[src/htsp_consts.svh]
// Purpose: offsets, field positions, reset values for host transfer stop pointer
// Assumes: register index times four is the AXI byte address
// Notes: definitions only
`ifndef HTSP_CONSTS_SVH
`define HTSP_CONSTS_SVH

// register indices
`define HTSP_IDX_DMA   8'h53
`define HTSP_IDX_SIZE  8'h54
`define HTSP_IDX_BMRST 8'h59
`define HTSP_IDX_RPL   8'h5a
`define HTSP_IDX_RPH   8'h5b
`define HTSP_IDX_WPL   8'h5c
`define HTSP_IDX_WPH   8'h5d
`define HTSP_IDX_SPL   8'h5e
`define HTSP_IDX_SPH   8'h5f
`define HTSP_IDX_ISTAT 8'h60
`define HTSP_IDX_IMASK 8'h61

// field positions
`define HTSP_BIT_WEN   2
`define HTSP_BIT_REN   3
`define HTSP_BIT_DONE  5
`define HTSP_BIT_BMRST 0
`define HTSP_IRQ_DONE  0
`define HTSP_IRQ_AUTO  1

// reset and load values
`define HTSP_STOP_INIT 16'h01ff
`define HTSP_SPL_AUTO  8'hff
`define HTSP_SPH_INIT  8'h01
`define HTSP_SIZE_RST  8'hff
`define HTSP_PTR_CLR   16'h0000

// bus answers
`define HTSP_RESP_OKAY   2'b00
`define HTSP_RESP_SLVERR 2'b10

`endif

[src/htsp_pkg.sv]
// Purpose: types and shared decode for host transfer stop pointer
// Assumes: nothing beyond the consts header
// Notes: no constants live here
`include "htsp_consts.svh"
package htsp_pkg;

   typedef enum logic [1:0] {
      HTSP_IDLE = 2'b00,
      HTSP_RUN  = 2'b01,
      HTSP_HALT = 2'b11
   } htsp_state_type;

   // high byte of a pointer as the buffer size lets it reach
   function automatic logic [7:0] htsp_mask_hi(input logic [7:0] hi, input logic [7:0] size);
      return hi & size;
   endfunction

   // index belongs to the register map
   function automatic logic htsp_mapped(input logic [7:0] idx);
      return (idx == `HTSP_IDX_DMA) || (idx == `HTSP_IDX_SIZE) || (idx == `HTSP_IDX_BMRST)
          || ((idx >= `HTSP_IDX_RPL) && (idx <= `HTSP_IDX_IMASK));
   endfunction

endpackage

[src/htsp_axil_slave.sv]
// Purpose: AXI4-Lite slave for byte-wide registers
// Assumes: one write and one read outstanding at most
// Notes: write pulse, for a write with wstrb[0] set, in the first cycle that both address and data are held
`timescale 1ns/1ps
`default_nettype none
`include "htsp_consts.svh"
module htsp_axil_slave
   import htsp_pkg::*;
(
   // clock, reset, enable
   input  wire logic        aclk,
   input  wire logic        aresetn,
   input  wire logic        ce,
   // write channels
   input  wire logic [11:0] awaddr,
   input  wire logic        awvalid,
   output logic             awready,
   input  wire logic [31:0] wdata,
   input  wire logic [3:0]  wstrb,
   input  wire logic        wvalid,
   output logic             wready,
   output logic [1:0]       bresp,
   output logic             bvalid,
   input  wire logic        bready,
   // read channels
   input  wire logic [11:0] araddr,
   input  wire logic        arvalid,
   output logic             arready,
   output logic [31:0]      rdata,
   output logic [1:0]       rresp,
   output logic             rvalid,
   input  wire logic        rready,
   // register side
   output logic             wr_pulse,
   output logic [7:0]       wr_idx,
   output logic [7:0]       wr_data,
   output logic [7:0]       rd_idx,
   input  wire logic [7:0]  rd_data
);

   logic       awready_reg;
   logic       wready_reg;
   logic       bvalid_reg;
   logic [1:0] bresp_reg;
   logic [7:0] aw_idx_reg;
   logic [7:0] w_data_reg;
   logic       w_lane_reg;
   logic       arready_reg;
   logic       rvalid_reg;
   logic [1:0] rresp_reg;
   logic [31:0] rdata_reg;
   logic       wr_fire;

   assign wr_fire  = !awready_reg && !wready_reg && !bvalid_reg;
   assign wr_pulse = wr_fire && w_lane_reg;
   assign wr_idx   = aw_idx_reg;
   assign wr_data  = w_data_reg;
   assign rd_idx   = araddr[9:2];

   always_ff @(posedge aclk)
   begin
      if (!aresetn)
      begin
         awready_reg <= 1'b1;
         wready_reg  <= 1'b1;
         bvalid_reg  <= 1'b0;
         bresp_reg   <= `HTSP_RESP_OKAY;
         aw_idx_reg  <= 8'h00;
         w_data_reg  <= 8'h00;
         w_lane_reg  <= 1'b0;
      end
      else if (ce)
      begin
         if (awvalid && awready_reg)
         begin
            awready_reg <= 1'b0;
            aw_idx_reg  <= awaddr[9:2];
         end
         if (wvalid && wready_reg)
         begin
            wready_reg <= 1'b0;
            w_data_reg <= wdata[7:0];
            w_lane_reg <= wstrb[0];
         end
         if (wr_fire)
         begin
            bvalid_reg  <= 1'b1;
            bresp_reg   <= htsp_mapped(aw_idx_reg) ? `HTSP_RESP_OKAY : `HTSP_RESP_SLVERR;
            awready_reg <= 1'b1;
            wready_reg  <= 1'b1;
         end
         else if (bvalid_reg && bready)
            bvalid_reg <= 1'b0;
      end
   end

   always_ff @(posedge aclk)
   begin
      if (!aresetn)
      begin
         arready_reg <= 1'b1;
         rvalid_reg  <= 1'b0;
         rresp_reg   <= `HTSP_RESP_OKAY;
         rdata_reg   <= 32'h0000_0000;
      end
      else if (ce)
      begin
         if (arvalid && arready_reg)
         begin
            arready_reg <= 1'b0;
            rvalid_reg  <= 1'b1;
            rdata_reg   <= {24'h00_0000, rd_data};
            rresp_reg   <= htsp_mapped(rd_idx) ? `HTSP_RESP_OKAY : `HTSP_RESP_SLVERR;
         end
         else if (rvalid_reg && rready)
         begin
            rvalid_reg  <= 1'b0;
            arready_reg <= 1'b1;
         end
      end
   end

   assign awready = awready_reg;
   assign wready  = wready_reg;
   assign bvalid  = bvalid_reg;
   assign bresp   = bresp_reg;
   assign arready = arready_reg;
   assign rvalid  = rvalid_reg;
   assign rresp   = rresp_reg;
   assign rdata   = rdata_reg;

endmodule
`default_nettype wire

[src/htsp_ptr_cmp.sv]
// Purpose: stop pointer against active buffer pointer
// Assumes: size register holds the high byte mask
// Notes: purely combinational
`timescale 1ns/1ps
`default_nettype none
module htsp_ptr_cmp
   import htsp_pkg::*;
(
   // compared values
   input  wire logic [15:0] ptr,
   input  wire logic [15:0] stop,
   input  wire logic [7:0]  size_mask,
   // result
   output logic             match
);

   logic lo_eq;
   logic hi_eq;

   assign lo_eq = (ptr[7:0] == stop[7:0]);
   assign hi_eq = (htsp_mask_hi(ptr[15:8], size_mask) == stop[15:8]);
   assign match = lo_eq && hi_eq;

endmodule
`default_nettype wire

[src/htsp_top.sv]
// Purpose: buffer pointers and host transfer stop pointer with end-of-transfer halt
// Assumes: byte_strobe only while xfer_active; auto_cmd is a one-cycle pulse
// Notes:
//
// The AXI4-Lite interface to the registers was left to the implementer.
`timescale 1ns/1ps
`default_nettype none
`include "htsp_consts.svh"
module htsp_top
   import htsp_pkg::*;
(
   // clock, reset, enable
   input  wire logic        aclk,
   input  wire logic        aresetn,
   input  wire logic        ce,
   // axi write
   input  wire logic [11:0] awaddr,
   input  wire logic        awvalid,
   output logic             awready,
   input  wire logic [31:0] wdata,
   input  wire logic [3:0]  wstrb,
   input  wire logic        wvalid,
   output logic             wready,
   output logic [1:0]       bresp,
   output logic             bvalid,
   input  wire logic        bready,
   // axi read
   input  wire logic [11:0] araddr,
   input  wire logic        arvalid,
   output logic             arready,
   output logic [31:0]      rdata,
   output logic [1:0]       rresp,
   output logic             rvalid,
   input  wire logic        rready,
   // host transfer side
   input  wire logic        auto_cmd,
   input  wire logic        byte_strobe,
   output logic             xfer_active,
   output logic             xfer_read,
   output logic [15:0]      buf_addr,
   // interrupt
   output logic             irq
);

   logic           wr_pulse;
   logic [7:0]     wr_idx;
   logic [7:0]     wr_data;
   logic [7:0]     rd_idx;
   logic [7:0]     rd_data;
   logic           wen_reg;
   logic           ren_reg;
   logic           done_reg;
   logic [7:0]     size_reg;
   logic           bmrst_reg;
   logic [15:0]    rp_reg;
   logic [15:0]    wp_reg;
   logic [15:0]    sp_reg;
   logic [1:0]     istat_reg;
   logic [1:0]     imask_reg;
   logic           irq_reg;
   logic           xfer_active_reg;
   logic           xfer_read_reg;
   logic [15:0]    buf_addr_reg;
   htsp_state_type state_reg;
   htsp_state_type state_next;
   logic           bm_clr;
   logic           match;
   logic           advance;
   logic           restart;
   logic           done_set;
   logic [15:0]    act_ptr;
   logic [15:0]    act_inc;

   function automatic logic wr_hit(input logic pulse, input logic [7:0] idx, input logic [7:0] target);
      return pulse && (idx == target);
   endfunction

   htsp_axil_slave u_slave (
      .aclk     (aclk),     .aresetn  (aresetn),  .ce       (ce),
      .awaddr   (awaddr),   .awvalid  (awvalid),  .awready  (awready),
      .wdata    (wdata),    .wstrb    (wstrb),    .wvalid   (wvalid),
      .wready   (wready),   .bresp    (bresp),    .bvalid   (bvalid),
      .bready   (bready),   .araddr   (araddr),   .arvalid  (arvalid),
      .arready  (arready),  .rdata    (rdata),    .rresp    (rresp),
      .rvalid   (rvalid),   .rready   (rready),   .wr_pulse (wr_pulse),
      .wr_idx   (wr_idx),   .wr_data  (wr_data),  .rd_idx   (rd_idx),
      .rd_data  (rd_data)
   );
   assign act_ptr = ren_reg ? rp_reg : wp_reg;
   htsp_ptr_cmp u_cmp (.ptr(act_ptr), .stop(sp_reg), .size_mask(size_reg), .match(match));
   // any reset-register write or held reset bit
   assign bm_clr   = wr_hit(wr_pulse, wr_idx, `HTSP_IDX_BMRST) || bmrst_reg;
   assign done_set = (state_reg == HTSP_RUN) && match;
   assign advance  = (state_reg == HTSP_RUN) && !match && byte_strobe;
   assign restart  = wr_hit(wr_pulse, wr_idx, `HTSP_IDX_SPH) && (wen_reg || ren_reg);
   // wrap: high byte confined to buffer size
   assign act_inc  = {htsp_mask_hi(act_ptr[15:8] + {7'h00, &act_ptr[7:0]}, size_reg), act_ptr[7:0] + 8'h01};

   always_comb
   begin
      state_next = state_reg;
      unique case (state_reg)
         HTSP_IDLE:
            if (wen_reg || ren_reg)
               state_next = HTSP_RUN;
         HTSP_RUN:
            if (match)
               state_next = HTSP_HALT;
         HTSP_HALT:
            if (restart)
               state_next = HTSP_RUN;
         default:
            state_next = HTSP_IDLE;
      endcase
      if (bm_clr || !(wen_reg || ren_reg))
         state_next = HTSP_IDLE;
   end
   always_ff @(posedge aclk)
   begin
      if (!aresetn)
         state_reg <= HTSP_IDLE;
      else if (ce)
         state_reg <= state_next;
   end
   // control: enables, size, reset bit
   always_ff @(posedge aclk)
   begin
      if (!aresetn)
      begin
         wen_reg   <= 1'b0;
         ren_reg   <= 1'b0;
         size_reg  <= `HTSP_SIZE_RST;
         bmrst_reg <= 1'b1;
      end
      else if (ce)
      begin
         if (wr_hit(wr_pulse, wr_idx, `HTSP_IDX_BMRST))
         begin
            bmrst_reg <= wr_data[`HTSP_BIT_BMRST];
            wen_reg   <= 1'b0;
            ren_reg   <= 1'b0;
         end
         else if (wr_hit(wr_pulse, wr_idx, `HTSP_IDX_DMA))
         begin
            wen_reg <= wr_data[`HTSP_BIT_WEN];
            ren_reg <= wr_data[`HTSP_BIT_REN];
         end
         if (wr_hit(wr_pulse, wr_idx, `HTSP_IDX_SIZE))
            size_reg <= wr_data;
      end
   end
   // done flag: set wins over write-one clear
   always_ff @(posedge aclk)
   begin
      if (!aresetn)
         done_reg <= 1'b0;
      else if (ce)
      begin
         if (done_set)
            done_reg <= 1'b1;
         else if (restart || bm_clr
                  || (wr_hit(wr_pulse, wr_idx, `HTSP_IDX_DMA) && wr_data[`HTSP_BIT_DONE]))
            done_reg <= 1'b0;
      end
   end
   // read pointer
   always_ff @(posedge aclk)
   begin
      if (!aresetn)
         rp_reg <= `HTSP_PTR_CLR;
      else if (ce)
      begin
         if (bm_clr)
            rp_reg <= `HTSP_PTR_CLR;
         else if (wr_hit(wr_pulse, wr_idx, `HTSP_IDX_RPL))
            rp_reg[7:0] <= wr_data;
         else if (wr_hit(wr_pulse, wr_idx, `HTSP_IDX_RPH))
            rp_reg[15:8] <= wr_data;
         else if (advance && ren_reg)
            rp_reg <= act_inc;
      end
   end
   // write pointer
   always_ff @(posedge aclk)
   begin
      if (!aresetn)
         wp_reg <= `HTSP_PTR_CLR;
      else if (ce)
      begin
         if (bm_clr)
            wp_reg <= `HTSP_PTR_CLR;
         else if (auto_cmd)
            wp_reg <= `HTSP_PTR_CLR;
         else if (wr_hit(wr_pulse, wr_idx, `HTSP_IDX_WPL))
            wp_reg[7:0] <= wr_data;
         else if (wr_hit(wr_pulse, wr_idx, `HTSP_IDX_WPH))
            wp_reg[15:8] <= wr_data;
         else if (advance && !ren_reg)
            wp_reg <= act_inc;
      end
   end
   // stop pointer
   always_ff @(posedge aclk)
   begin
      if (!aresetn)
         sp_reg <= `HTSP_STOP_INIT;
      else if (ce)
      begin
         if (bm_clr)
            sp_reg <= `HTSP_STOP_INIT;
         else if (auto_cmd)
            sp_reg <= {`HTSP_SPH_INIT, `HTSP_SPL_AUTO};
         else if (wr_hit(wr_pulse, wr_idx, `HTSP_IDX_SPL))
            sp_reg[7:0] <= wr_data;
         else if (wr_hit(wr_pulse, wr_idx, `HTSP_IDX_SPH))
            sp_reg[15:8] <= wr_data;
      end
   end
   // interrupt status, mask and output
   always_ff @(posedge aclk)
   begin
      if (!aresetn)
      begin
         istat_reg <= 2'h0;
         imask_reg <= 2'h0;
         irq_reg   <= 1'b0;
      end
      else if (ce)
      begin
         for (int i = 0; i < 2; i++)
         begin
            if ((i == `HTSP_IRQ_DONE && done_set) || (i == `HTSP_IRQ_AUTO && auto_cmd))
               istat_reg[i] <= 1'b1;
            else if (wr_hit(wr_pulse, wr_idx, `HTSP_IDX_ISTAT) && wr_data[i])
               istat_reg[i] <= 1'b0;
         end
         if (wr_hit(wr_pulse, wr_idx, `HTSP_IDX_IMASK))
            imask_reg <= wr_data[1:0];
         irq_reg <= |(istat_reg & imask_reg);
      end
   end
   // host side outputs
   always_ff @(posedge aclk)
   begin
      if (!aresetn)
      begin
         xfer_active_reg <= 1'b0;
         xfer_read_reg   <= 1'b0;
         buf_addr_reg    <= `HTSP_PTR_CLR;
      end
      else if (ce)
      begin
         xfer_active_reg <= (state_next == HTSP_RUN) && !advance;
         xfer_read_reg   <= ren_reg;
         buf_addr_reg    <= act_ptr;
      end
   end
   always_comb
   begin
      rd_data = 8'h00;
      unique case (rd_idx)
         `HTSP_IDX_DMA:   rd_data = {2'b00, done_reg, 1'b0, ren_reg, wen_reg, 2'b00};
         `HTSP_IDX_SIZE:  rd_data = size_reg;
         `HTSP_IDX_BMRST: rd_data = {7'h00, bmrst_reg};
         `HTSP_IDX_RPL:   rd_data = rp_reg[7:0];
         `HTSP_IDX_RPH:   rd_data = rp_reg[15:8];
         `HTSP_IDX_WPL:   rd_data = wp_reg[7:0];
         `HTSP_IDX_WPH:   rd_data = wp_reg[15:8];
         `HTSP_IDX_SPL:   rd_data = sp_reg[7:0];
         `HTSP_IDX_SPH:   rd_data = sp_reg[15:8];
         `HTSP_IDX_ISTAT: rd_data = {6'h00, istat_reg};
         `HTSP_IDX_IMASK: rd_data = {6'h00, imask_reg};
         default:         rd_data = 8'h00;
      endcase
   end
   assign xfer_active = xfer_active_reg;
   assign xfer_read   = xfer_read_reg;
   assign buf_addr    = buf_addr_reg;
   assign irq         = irq_reg;
endmodule
`default_nettype wire

[config.mk]
export PLATFORM = sky130hd
export DESIGN_NAME = htsp_top
export DESIGN_NICKNAME = d
export VERILOG_FILES = /design/src/htsp_pkg.sv /design/src/htsp_axil_slave.sv /design/src/htsp_ptr_cmp.sv /design/src/htsp_top.sv
export VERILOG_INCLUDE_DIRS = /design/src
export SDC_FILE = /design/constraint.sdc
export NUM_CORES = 1
export LEC_CHECK = 0
export ABC_AREA = 0
export BUFFER_PORTS_ARGS = -buffer_cell sky130_fd_sc_hd__buf_2
export CORE_MARGIN = 5
export CORE_UTILIZATION = 35
export CTS_BUF_LIST = sky130_fd_sc_hd__clkbuf_8
export CTS_CLUSTER_SIZE = 28
export DETAILED_ROUTE_END_ITERATION = 8
export PLACE_DENSITY = 0.56
export SETUP_SLACK_MARGIN = 0.05
export SLEW_MARGIN = 15
export SYNTH_ARGS = -nofsm -noshare
export SYNTH_HDL_FRONTEND = slang
export SYNTH_SLANG_ARGS = --single-unit
export TNS_END_PERCENT = 100
[constraint.sdc]
create_clock -name aclk -period 6.8 [get_ports aclk]
set_clock_uncertainty 0.1 [all_clocks]
set_input_delay 0.68 -clock aclk [delete_from_list [all_inputs] [get_ports aclk]]
set_output_delay 0.68 -clock aclk [all_outputs]
set_load 0.05 [all_outputs]
=== Word level (Yosys, flattened, before mapping) ===
Index checks and enable logic that the tools add are counted.

* Register bits after elaboration: 119
* Input bits: 70
* Output and inout bits: 60
* Word-level logic and storage cells: 206

* Muxes and demuxes: 47
* Bitwise operators: 3
* Reductions and logical operators: 88
* $add $sub $neg: 2
* Equal/unequal tests: 32
* Magnitude comparators: 4

{| class="wikitable"
|+ Operators with widths
! kind !! number
|-
| $eq A8 B7 Y1 const B || 22
|-
| $mux W16 || 8
|-
| $mux W8 || 11
|-
| $pmux W8 S11 || 1
|-
| $logic_and A1 B1 Y1 || 32
|-
| $reduce_and A2 Y1 || 16
|-
| $mux W1 || 20
|-
| $and A8 B8 Y8 || 2
|-
| $eq A8 B8 Y1 || 2
|-
| $ge A8 B7 Y1 const B || 2
|-
| $le A8 B7 Y1 const B || 2
|-
| $reduce_bool A2 Y1 || 8
|-
| $reduce_and A3 Y1 || 5
|-
| $mux W2 || 6
|-
| $reduce_bool A3 Y1 || 4
|-
| $logic_or A1 B1 Y1 || 11
|-
| $ne A3 B3 Y1 const B || 3
|-
| $add A8 B1 Y8 || 1
|-
| $add A8 B1 Y8 const B || 1
|-
| $reduce_and A8 Y1 || 1
|-
| $reduce_bool A4 Y1 || 2
|-
| $logic_not A1 Y1 || 7
|-
| $pmux W2 S3 || 1
|-
| $eq A2 B1 Y1 const B || 2
|-
| 6 further kinds || 6
|}

=== Depth between registers and ports, before layout ===
Gate-level depths: netlist of run 1.

* Depth in word-level cells: 13
* Depth in mapped cells: 14
* Depth with buffers taken out: 12

=== Hierarchy ===
From an unflattened synthesis of run 1, not the netlist that was laid out.

* Cells, all modules: 777
* Area total of the unflattened synthesis: 6597.6 µm²

{| class="wikitable"
|+ Modules (own cells, without submodules)
! module !! sequential area each (µm²) !! cells each !! area each (µm²) !! instances
|-
| htsp_top || 1701.6 || 553 || 4772.1 || 1
|-
| htsp_axil_slave || 640.6 || 194 || 1616.6 || 1
|-
| htsp_ptr_cmp || 0.0 || 30 || 209.0 || 1
|}

=== Worst setup path before layout of run 1 ===
OpenSTA, ideal clock, no wires.

* Path kind: reg2reg
* From: register ren_reg
* To: register rp_reg[14]
* Data arrival time: 2.809 ns
* Required time: 6.577 ns
* Library setup time: 0.123 ns
* Cell stages (with the launch flop): 14
* Buffers on the path: 3
* Setup slack: 3.768 ns
* Period minus slack after synthesis: 3.032 ns
* Path through: dfxtp_1 > buf_6 > buf_6 > clkbuf_1 > and3_1 > o211ai_1 > nor3_1 > ha_1 > ha_1 > or4b_2 > xnor2_1 > and2_1 > mux2i_1 > o2bb2ai_1

* Cells in the longest elaborated chain, start to end: 10
* Elaborated cells on any way between the ends: 18
* Classes of those cells: 1 x add/sub; 2 x eq/ne; 5 x mux; 2 x bitwise; 8 x reduce/logical

{| class="wikitable"
|+ RTL lines
! what !! line !! RTL
|-
| start: declaration || htsp_top.sv:51 || <nowiki>logic ren_reg;</nowiki>
|-
| start signal: assignment || htsp_top.sv:146 || <nowiki>ren_reg <= wr_data[`HTSP_BIT_REN];</nowiki>
|-
| parallel branches: the longest is 10 deep, another holds $add A8 B1 Y8 || - ||
|-
| end signal: assignment || htsp_top.sv:174 || <nowiki>rp_reg <= `HTSP_PTR_CLR;</nowiki>
|-
| end signal: assignment || htsp_top.sv:178 || <nowiki>rp_reg[15:8] <= wr_data;</nowiki>
|-
| end signal: assignment || htsp_top.sv:180 || <nowiki>rp_reg <= act_inc;</nowiki>
|-
| end: declaration || htsp_top.sv:55 || <nowiki>logic [15:0] rp_reg;</nowiki>
|}

Several ways; the timed one is not identified. The select of a mux whose other input is x is not followed.
A chain may end at the register's enable or synchronous reset.

=== Final worst setup path of run 1 ===
* From: register ren_reg
* To: register wp_reg[14]

* Elaborated cells on any way between the ends: 20
* Classes of those cells: 1 x add/sub; 2 x eq/ne; 6 x mux; 2 x bitwise; 9 x reduce/logical

{| class="wikitable"
|+ RTL lines
! what !! line !! RTL
|-
| $mux W16 (*) || htsp_top.sv:89 || <nowiki>assign act_ptr = ren_reg ? rp_reg : wp_reg;</nowiki>
|-
| named net act_ptr[1] || htsp_top.sv:71 || <nowiki>logic [15:0] act_ptr;</nowiki>
|-
| $reduce_and A8 Y1 or $eq A8 B8 Y1 (tied branches) || htsp_top.sv:97, htsp_ptr_cmp.sv:20 ||
|-
| $add A8 B1 Y8 or $logic_and A1 B1 Y1 (tied branches) || htsp_top.sv:97, htsp_ptr_cmp.sv:22 ||
|-
| $and A8 B8 Y8 or $logic_not A1 Y1 (tied branches) || htsp_pkg.sv:15, htsp_top.sv:94 ||
|-
| $mux W16 or $logic_and A1 B1 Y1 (tied branches) || htsp_top.sv:198, htsp_top.sv:94 ||
|-
| $mux W8 or $logic_and A1 B1 Y1 (tied branches) || htsp_top.sv:196, htsp_top.sv:94 ||
|-
| $mux W8 or $logic_and A1 B1 Y1 (tied branches) || htsp_top.sv:194, htsp_top.sv:198 ||
|-
| $mux W16 or $reduce_bool A4 Y1 (tied branches) || - ||
|-
| $mux W16 or $reduce_and A3 Y1 (tied branches) || - ||
|-
| end signal: assignment || htsp_top.sv:191 || <nowiki>wp_reg <= `HTSP_PTR_CLR;</nowiki>
|-
| end signal: assignment || htsp_top.sv:193 || <nowiki>wp_reg <= `HTSP_PTR_CLR;</nowiki>
|-
| end signal: assignment || htsp_top.sv:197 || <nowiki>wp_reg[15:8] <= wr_data;</nowiki>
|-
| end: declaration || htsp_top.sv:56 || <nowiki>logic [15:0] wp_reg;</nowiki>
|}

Mark *: on every way through the listed nets, which the timed path passes. The rest lies on a longest branch. The select of a mux whose other input is x is not followed.

==> insert_results.sql, run 1 <==
INSERT INTO impl_metrics (metric_group, metric, value, unit) VALUES
('min_path', 'timing.hold.worst.class', 'flip-flop to flip-flop', ''),
('timing', 'worst-slew-pin-transition', '916', 'ps'),
('detailed_routing', 'avgRoutedWirePerCell', '18.0', 'um'),
('clock_tree', 'post-cts-setup-buffers', '0', ''),
('critical_path', 'timing.setup.critical_path_class', 'flip-flop to flip-flop', ''),
('timing', 'setup_viol', '0', ''),
('global_route', 'global_route.usage.total', '17.8', '%'),
('synth', 'synth-simple-area-share', '21.8', '%'),
('detailed_routing', 'firstDrtPassIters', '5', ''),
('die', 'start_util', '35.4', '%'),
('timing', 'final_period_minus_worst_setup_slack', '4220', 'ps'),
('timing', 'timing.slew.headroom', '38.1', '%'),
('die', 'rows', '50', ''),
('clock_tree', 'tritoncts.num_buffers', '17', ''),
('die', 'core_region_area', '18600', 'sq um'),
('pwr', 'power.density_cell_area', '221', 'nW/um^2'),
('placement', 'gpl.final_weighted_congestion', '0.902', ''),
('pwr', 'vdd_drop_max', '195', 'uV'),
('clock_tree', 'cts.path.max_buffers', '2', ''),
('timing', 'rsz0062_at_grt', 'false', ''),
('synth', 'yosys_register_bits', '117', ''),
('detailed_routing', 'post_drt_via_cell_ratio', '5.37', ''),
('detailed_routing', 'drc', '0', ''),
('clock_tree', 'tritoncts', 'yes', ''),
('critical_path', 'endpoint_kind', 'flip-flop', ''),
('timing', 'final_hold_viol_count', '0', ''),
('global_route', 'grt_pass1_vias', '5444', ''),
('synth', 'netlist.top_cell.by_area', 'sky130_fd_sc_hd__dfxtp_1', ''),
('critical_path', 'cp-start-kind', 'flip-flop', ''),
('clock_tree', 'cts-resized-gates', '0', ''),
('global_route', 'grt_pass1_wl', '30800', 'um'),
('placement', 'dpl.cell_count', '1041', ''),
('clock_tree', 'htreeDepth', '4', ''),
('synth', 'ys_seq_area_share', '35.5', '%'),
('clock_tree', 'numClockSinks', '117', ''),
('job', 'drv_cap', '0', ''),
('clock_tree', 'cts_hold_repair.buffers', '0', ''),
('detailed_routing', 'detail-route-antenna-nets', '0', ''),
('synth', 'number_of_flops_mapped_to_enable_cells_by_yosys', '0', ''),
('layout', 'layout-area-overhead-vs-synth', '12.4', '%'),
('synth', 'post-synth-top-area-fraction', '35.5', '%'),
('synth', 'synth_fa_ha_area_share', '0.569', '%'),
('detailed_routing', 'routed_wirelength', '19400', 'um'),
('die', 'die_h', '147', 'um'),
('layout', 'antenna_cells', '0', ''),
('layout', 'layout-drive-gt1-share', '16.8', '%'),
('timing', 'maximum_operating_frequency', '237', 'MHz'),
('clock_tree', 'clk_latency', '450', 'ps'),
('synth', 'yosys-mux-area-fraction', '11.4', '%'),
('placement', 'place_hpwl', '14200', 'um'),
('synth', 'avgSynthCellArea', '8.38', 'sq um'),
('synth', 'yosys_warnings', '0', ''),
('pwr', 'leakage', '2.82', 'nW'),
('global_route', 'initial_antenna_violation_count', '1', ''),
('layout', 'layout.nets', '899', ''),
('layout', 'fin_cells', '1073', ''),
('detailed_routing', 'drt_first_iter_violations', '484', ''),
('synth', 'netlist_area', '6600', 'sq um'),
('critical_path', 'timing.critical_path.arrival', '4430', 'ps'),
('detailed_routing', 'dr_total_vias', '5763', ''),
('placement', 'count_of_input_and_output_buffers', '68', ''),
('clock_tree', 'clock_tree_root_buffer_cell', 'sky130_fd_sc_hd__clkbuf_8', ''),
('synth', 'synthArstFlopShare', '0', '%'),
('timing', 'totalNegativeSetupSlack', '0', 'ps'),
('timing', 'min_period_over_period', '62.0', '%'),
('critical_path', 'required_time_reported_for_the_critical_path_endpoint', '7020', 'ps'),
('synth', 'synthCells', '788', ''),
('die', 'die_area', '21700', 'sq um'),
('synth', 'synth_top_family_by_area', 'simple AND/OR/NAND/NOR gates', ''),
('critical_path', 'crit_fanout', '19', ''),
('synth', 'synth_compound_area_share', '19.7', '%'),
('timing', 'final-max-slew-violation-count', '0', ''),
('clock_tree', 'clkTransAtPathRegs', '70', 'ps'),
('synth', 'synth.top_cells.by_area', 'sky130_fd_sc_hd__dfxtp_1, sky130_fd_sc_hd__nand2_1, sky130_fd_sc_hd__mux2i_1', ''),
('synth', 'synthFlopType', 'sky130_fd_sc_hd__dfxtp_1', ''),
('global_route', 'globalRouteOverflowTotal', '0', ''),
('run_status', 'run_status', 'completed', ''),
('die', 'dieWidth', '147', 'um'),
('synth', 'synth_xor_xnor_area_share', '3.85', '%'),
('die', 'ios', '130', ''),
('synth', 'synth_cell_types', '68', ''),
('global_route', 'maximum_number_of_pins_on_one_net_before_global_route_repair', '77', '');
## through the flow
| stage | utilization (%) | area (sq um) | power (mW) | hold slack [ps] | worst slack (ps) |
|---|---|---|---|---|---|
| after floorplan | - | 6700 | 0.879 | 343 | 3770 |
| after detailed placement | 37.3 | 6960 | 0.912 | 356 | 2610 |
| after CTS | 39.8 | 7420 | 1.65 | 348 | 2590 |
| after global routing | 39.8 | 7420 | 1.70 | 364 | 2400 |
| final | 39.8 | 7420 | 1.64 | 361 | 2580 |
| after global placement | 37.3 | 6960 | 0.911 | 353 | 2630 |
## critical path: stages (launching register included)
cell and delay, ps:
sky130_fd_sc_hd__dfxtp_1 910, sky130_fd_sc_hd__buf_4 410, sky130_fd_sc_hd__mux2i_1 180, sky130_fd_sc_hd__inv_1 90
sky130_fd_sc_hd__ha_1 200, sky130_fd_sc_hd__o211ai_1 150, sky130_fd_sc_hd__nor3_1 420, sky130_fd_sc_hd__ha_1 260
sky130_fd_sc_hd__ha_1 220, sky130_fd_sc_hd__or4b_2 620, sky130_fd_sc_hd__xnor2_1 140, sky130_fd_sc_hd__and2_1 170
sky130_fd_sc_hd__mux2i_1 130, sky130_fd_sc_hd__o2bb2ai_1 70
## cell usage after synthesis (all sizes together) (2+ instances only)
cell type and count:
nand3b 2, a22o 2, buf 36, clkbuf 46, nor2b 20, mux2i 45, o21bai 2, xnor2 17
and2 5, o211ai 6, a21o 3, nor2 46, o22ai 8, nand4 5, and3 9, a31oi 3
nor3 16, a221oi 3, xor2 12, and3b 3, a21boi 27, o211a 18, mux2 11, nand2b 6
nor4 8, or4b 2, nand2 131, or3 2, a222oi 2, mux4 7, nand3 32, o2bb2ai 16
nor4b 3, inv 10, ha 3, o31ai 4, a21oi 33, nor3b 5, o31a 2, a22oi 3
dfxtp 117, a32oi 3, o21ai 41
## kinds of logic (layout without fill, tap and decap cells)
kind of cell	after synthesis	count (layout)
AO/OA/AOI/OAI	182	182
XOR/XNOR	29	29
adder cells (fa/ha/maj)	3	3
buffers and inverters	93	119
flip-flops	117	117
multiplexers	63	63
other	1	26
AND/OR/NAND/NOR	300	300
## per-layer routing
metal / global-route usage [%] / vias up / wire length (um)
met2: 25.9 / 203 / 8090
li1: - / 2837 / -
met4: 5.64 / 2 / 298
met5: 0 / - / 10
met1: 26.1 / 2695 / 9550
met3: 3.82 / 26 / 1400
## placed cells by master (no fill, tap or decap), types with 9 or more instances in the layout
master,n
sky130_fd_sc_hd__buf_2,68
sky130_fd_sc_hd__clkbuf_8,18
sky130_fd_sc_hd__mux2i_1,42
sky130_fd_sc_hd__nor2_1,46
sky130_fd_sc_hd__nand3_1,32
sky130_fd_sc_hd__inv_1,11
sky130_fd_sc_hd__xor2_1,12
sky130_fd_sc_hd__dfxtp_1,117
sky130_fd_sc_hd__o2bb2ai_1,16
sky130_fd_sc_hd__a21oi_1,33
sky130_fd_sc_hd__o211a_1,18
sky130_fd_sc_hd__xnor2_1,17
sky130_fd_sc_hd__nor3_1,15
sky130_fd_sc_hd__nor2b_1,20
sky130_fd_sc_hd__o21ai_0,37
sky130_fd_sc_hd__and3_1,9
sky130_fd_sc_hd__nand2_1,131
sky130_fd_sc_hd__conb_1,26
sky130_fd_sc_hd__mux2_2,10
sky130_fd_sc_hd__a21boi_0,27
## cell type report
cell class / count / area (sq um)
timing repair buffer: 76 / 400
sequential: 117 / 2340
multi-input combinational: 603 / 3890
clock buffer: 18 / 248
inverter: 11 / 41.3
clock inverter: 14 / 209
tap: 234 / 293
fill: 1930 / 11200
## worst paths after layout
path | from | endpoint | slack [ps] | cells past startpoint
hold / removal | u_slave.rdata[5] | u_slave.rdata[5] | 360 | 2
setup reg to reg | ren_reg | wp_reg[14] | 2580 | 13
setup / recovery | ren_reg | wp_reg[14] | 2580 | 13
hold reg to reg | u_slave.rdata[5] | u_slave.rdata[5] | 360 | 2
## power by group
part / total [mW] / internal (mW) / switching [mW]
clock: 0.742 / 0.443 / 0.299
sequential: 0.722 / 0.701 / 0.0209
combinational: 0.175 / 0.0452 / 0.130
total: 1.64 / 1.19 / 0.449
Power figures use the tool's default switching activity.
==> inputs of run 2 (changes only) <==
==> constraint.sdc (replaced) <==
create_clock -name aclk -period 3.98 [get_ports aclk]
set_clock_uncertainty 0.1 [all_clocks]
set_input_delay 0.398 -clock aclk [delete_from_list [all_inputs] [get_ports aclk]]
set_output_delay 0.398 -clock aclk [all_outputs]
set_load 0.05 [all_outputs]
==> run 2 against run 1 <==
- register-to-register slack lost 2100 ps
- combinational power grew 72%
- largest cell class unchanged
- utilization grew 0.60 points
- first-iteration DRC count shrank 17%
- worst setup slack lost 2100 ps
- global-route usage grew 0.52 points
- largest power group unchanged
- clock-buffer cell count is the same
- fmax grew 22%
- critical endpoint is now rp_reg[14]
- total power grew 75%
- highest routed layer unchanged
- critical path depth shrank 1
- via count grew 1.3%
==> insert_results.sql, run 2 (synthesis gave the netlist of run 1 again) <==
INSERT INTO impl_metrics (metric_group, metric, value, unit) VALUES
('placement', 'gpl.final_weighted_congestion', '0.872', ''),
('critical_path', 'crit-reg2reg-launch', 'ren_reg', ''),
('placement', 'count_of_input_and_output_buffers', '68', ''),
('detailed_routing', 'avgRoutedWirePerCell', '18.3', 'um'),
('timing', 'final_period_minus_worst_setup_slack', '3460', 'ps'),
('clock_tree', 'post-cts-setup-buffers', '0', ''),
('pwr', 'seq_power_share', '43.1', '%'),
('job', 'drv_cap', '0', ''),
('detailed_routing', 'routed_wirelength', '19800', 'um'),
('die', 'start_util', '35.4', '%'),
('critical_path', 'max_stage_delay', '620', 'ps'),
('pwr', 'power_frac_comb', '10.5', '%'),
('critical_path', 'crit_path_start', 'ren_reg', ''),
('layout', 'layout.cells.most_common', 'sky130_fd_sc_hd__nand2_1', ''),
('clock_tree', 'clkTransAtPathRegs', '80', 'ps'),
('min_path', 'timing.hold.worst.class', 'primary input to flip-flop', ''),
('pwr', 'internal-power', '2.10', 'mW'),
('clock_tree', 'htreeDepth', '4', ''),
('critical_path', 'timing.critical_path.max_delay_family', 'simple AND/OR/NAND/NOR gates', ''),
('global_route', 'maximum_number_of_pins_on_one_net_before_global_route_repair', '68', ''),
('clock_tree', 'tritoncts.num_buffers', '17', ''),
('clock_tree', 'numClockSinks', '117', ''),
('critical_path', 'rr_worst_depth', '12', ''),
('pwr', 'leakage', '2.87', 'nW'),
('clock_tree', 'clock_tree_root_buffer_cell', 'sky130_fd_sc_hd__clkbuf_8', ''),
('placement', 'place_hpwl', '14300', 'um'),
('detailed_routing', 'detail-route-antenna-nets', '0', ''),
('layout', 'layout-drive-gt1-share', '17.8', '%'),
('die', 'rows', '50', ''),
('critical_path', 'timing.critical_path.arrival', '3700', 'ps'),
('timing', 'totalNegativeSetupSlack', '0', 'ps'),
('critical_path', 'crit_fanout', '34', ''),
('layout', 'nFillCells', '1916', ''),
('critical_path', 'timing.setup.critical_path_class', 'flip-flop to flip-flop', ''),
('critical_path', 'regToRegSetupSlack', '520', 'ps'),
('timing', 'maximum_operating_frequency', '289', 'MHz'),
('timing', 'worst-slew-pin-transition', '999', 'ps'),
('pwr', 'power.density_cell_area', '380', 'nW/um^2'),
('die', 'die_area', '21700', 'sq um'),
('die', 'die_h', '147', 'um'),
('detailed_routing', 'firstDrtPassIters', '5', ''),
('clock_tree', 'clk_latency', '460', 'ps'),
('timing', 'min_period_over_period', '86.9', '%'),
('clock_tree', 'cts-resized-gates', '0', ''),
('global_route', 'global_route.usage.total', '18.3', '%'),
('critical_path', 'slowest_stage', 'sky130_fd_sc_hd__or4b_2', ''),
('pwr', 'power_frac_clock', '46.4', '%'),
('global_route', 'globalRouteOverflowTotal', '0', ''),
('timing', 'setup_viol', '0', ''),
('pwr', 'power_switching', '769', 'uW'),
('global_route', 'grt_pass1_wl', '31400', 'um'),
('layout', 'layout-area-overhead-vs-synth', '14.1', '%'),
('timing', 'final_hold_viol_count', '0', ''),
('global_route', 'grt_pass1_vias', '5376', ''),
('critical_path', 'path_cells', 'buf_12, mux2_4, ha_1, o211ai_1, nor3_1, ha_1, ha_1, or4b_2, xnor2_1, and2_1, mux2i_1, o2bb2ai_1', ''),
('detailed_routing', 'drc', '0', ''),
('die', 'dieWidth', '147', 'um'),
('layout', 'antenna_cells', '0', ''),
('critical_path', 'critical-path-top-cell-by-count', 'sky130_fd_sc_hd__ha_1', ''),
('detailed_routing', 'drt_first_iter_violations', '403', ''),
('die', 'ios', '130', ''),
('clock_tree', 'tritoncts', 'yes', ''),
('run_status', 'run_status', 'completed', ''),
('layout', 'finish.utilization', '40.4', '%'),
('critical_path', 'required_time_reported_for_the_critical_path_endpoint', '4220', 'ps'),
('layout', 'layout.cells.most_common_list', 'sky130_fd_sc_hd__nand2_1, sky130_fd_sc_hd__dfxtp_1, sky130_fd_sc_hd__buf_2', ''),
('critical_path', 'endpoint_kind', 'flip-flop', ''),
('layout', 'layout.nets', '909', ''),
('pwr', 'vdd_drop_max', '283', 'uV'),
('die', 'core_region_area', '18600', 'sq um'),
('critical_path', 'cp-start-kind', 'flip-flop', ''),
('detailed_routing', 'post_drt_via_cell_ratio', '5.39', ''),
('global_route', 'initial_antenna_violation_count', '1', ''),
('clock_tree', 'cts.path.max_buffers', '2', ''),
('detailed_routing', 'dr_total_vias', '5840', ''),
('timing', 'rsz0062_at_grt', 'false', ''),
('pwr', 'power_switching_share', '26.9', '%'),
('critical_path', 'timing.critical_path.depth', '12', ''),
('critical_path', 'critical_path_buf_inv_count', '1', ''),
('timing', 'timing.slew.headroom', '32.5', '%'),
('critical_path', 'r2r_end', 'rp_reg[14]', ''),
('clock_tree', 'cts_hold_repair.buffers', '0', ''),
('critical_path', 'critical_path.endpoint', 'rp_reg[14]', ''),
('timing', 'final-max-slew-violation-count', '0', ''),
('pwr', 'total_power', '2.87', 'mW');
-- run 2: changes by cell type in the layout (fill, tap and decap cells not counted) --
cell | previous run | this run
sky130_fd_sc_hd__clkinvlp_4 | 3 | 4
sky130_fd_sc_hd__buf_4 | 8 | 17
sky130_fd_sc_hd__clkinv_4 | 2 | 1
sky130_fd_sc_hd__buf_12 | 0 | 1
sky130_fd_sc_hd__bufinv_16 | 5 | 6
sky130_fd_sc_hd__clkinv_2 | 3 | 2
-- run 2: how the worst min path moves through the flow --
stage	startpoint	end	slack (ps)	depth (start not counted)
detailed placement	u_slave.rdata[5]	u_slave.rdata[5]	360	2
global route	awaddr[4]	u_slave.wr_idx[2]	80	3
CTS	awaddr[2]	u_slave.wr_idx[0]	50	3
global placement	u_slave.rdata[5]	u_slave.rdata[5]	350	2
floorplan	rp_reg[8]	rp_reg[8]	340	1
finish	awaddr[8]	u_slave.wr_idx[6]	80	3
-- run 2: worst register-to-register path: stages (launching register included) --
cell and delay (ps):
sky130_fd_sc_hd__dfxtp_1 380, sky130_fd_sc_hd__buf_12 240, sky130_fd_sc_hd__mux2_4 290, sky130_fd_sc_hd__ha_1 210, sky130_fd_sc_hd__o211ai_1 150, sky130_fd_sc_hd__nor3_1 370
sky130_fd_sc_hd__ha_1 230, sky130_fd_sc_hd__ha_1 220, sky130_fd_sc_hd__or4b_2 620, sky130_fd_sc_hd__xnor2_1 140, sky130_fd_sc_hd__and2_1 160, sky130_fd_sc_hd__mux2i_1 150
sky130_fd_sc_hd__o2bb2ai_1 90
-- run 2: cell type report --
class / instances / area, sq um / share of cell area (%)
clock buffer: 18 / 248 / 3.29
clock inverter: 14 / 233 / 3.09
inverter: 11 / 41.3 / 0.548
multi-input combinational: 603 / 3890 / 51.6
sequential: 117 / 2340 / 31.1
tap: 234 / 293 / 3.89
timing repair buffer: 86 / 488 / 6.48
-- run 2: routing by layer --
| layer | up-vias | global-route usage (%) | share of wire, % |
|---|---|---|---|
| met1 | 2781 | 27.5 | 51 |
| met4 | 2 | 4.71 | 1.3 |
| met3 | 26 | 3.89 | 5.6 |
| met2 | 175 | 26.5 | 42 |
| met5 | - | 0 | 0.045 |
| li1 | 2856 | - | - |
-- run 2: power by group through the flow --
stage | logic, mW | clock network, mW | registers, mW
6_report | 0.301 | 1.33 | 1.23
5_1_grt | 0.325 | 1.41 | 1.24
4_1_cts | 0.301 | 1.36 | 1.23
3_5_place_dp | 0.301 | 0 | 1.26
3_3_place_gp | 0.300 | 0 | 1.26
2_1_floorplan | 0.205 | 0 | 1.30
-- run 2: metrics by stage --
| stage | cells | hold WS (ps) | setup WS (ps) | cell area (sq um) |
|---|---|---|---|---|
| 6_report | 1083 | 83.9 | 523 | 7530 |
| 5_1_grt | 1083 | 76.1 | 354 | 7530 |
| 2_1_floorplan | 813 | 343 | 948 | 6700 |
| 3_3_place_gp | 1051 | 351 | 643 | 7050 |
| 4_1_cts | 1083 | 54.3 | 563 | 7530 |
| 3_5_place_dp | 1051 | 359 | 605 | 7050 |
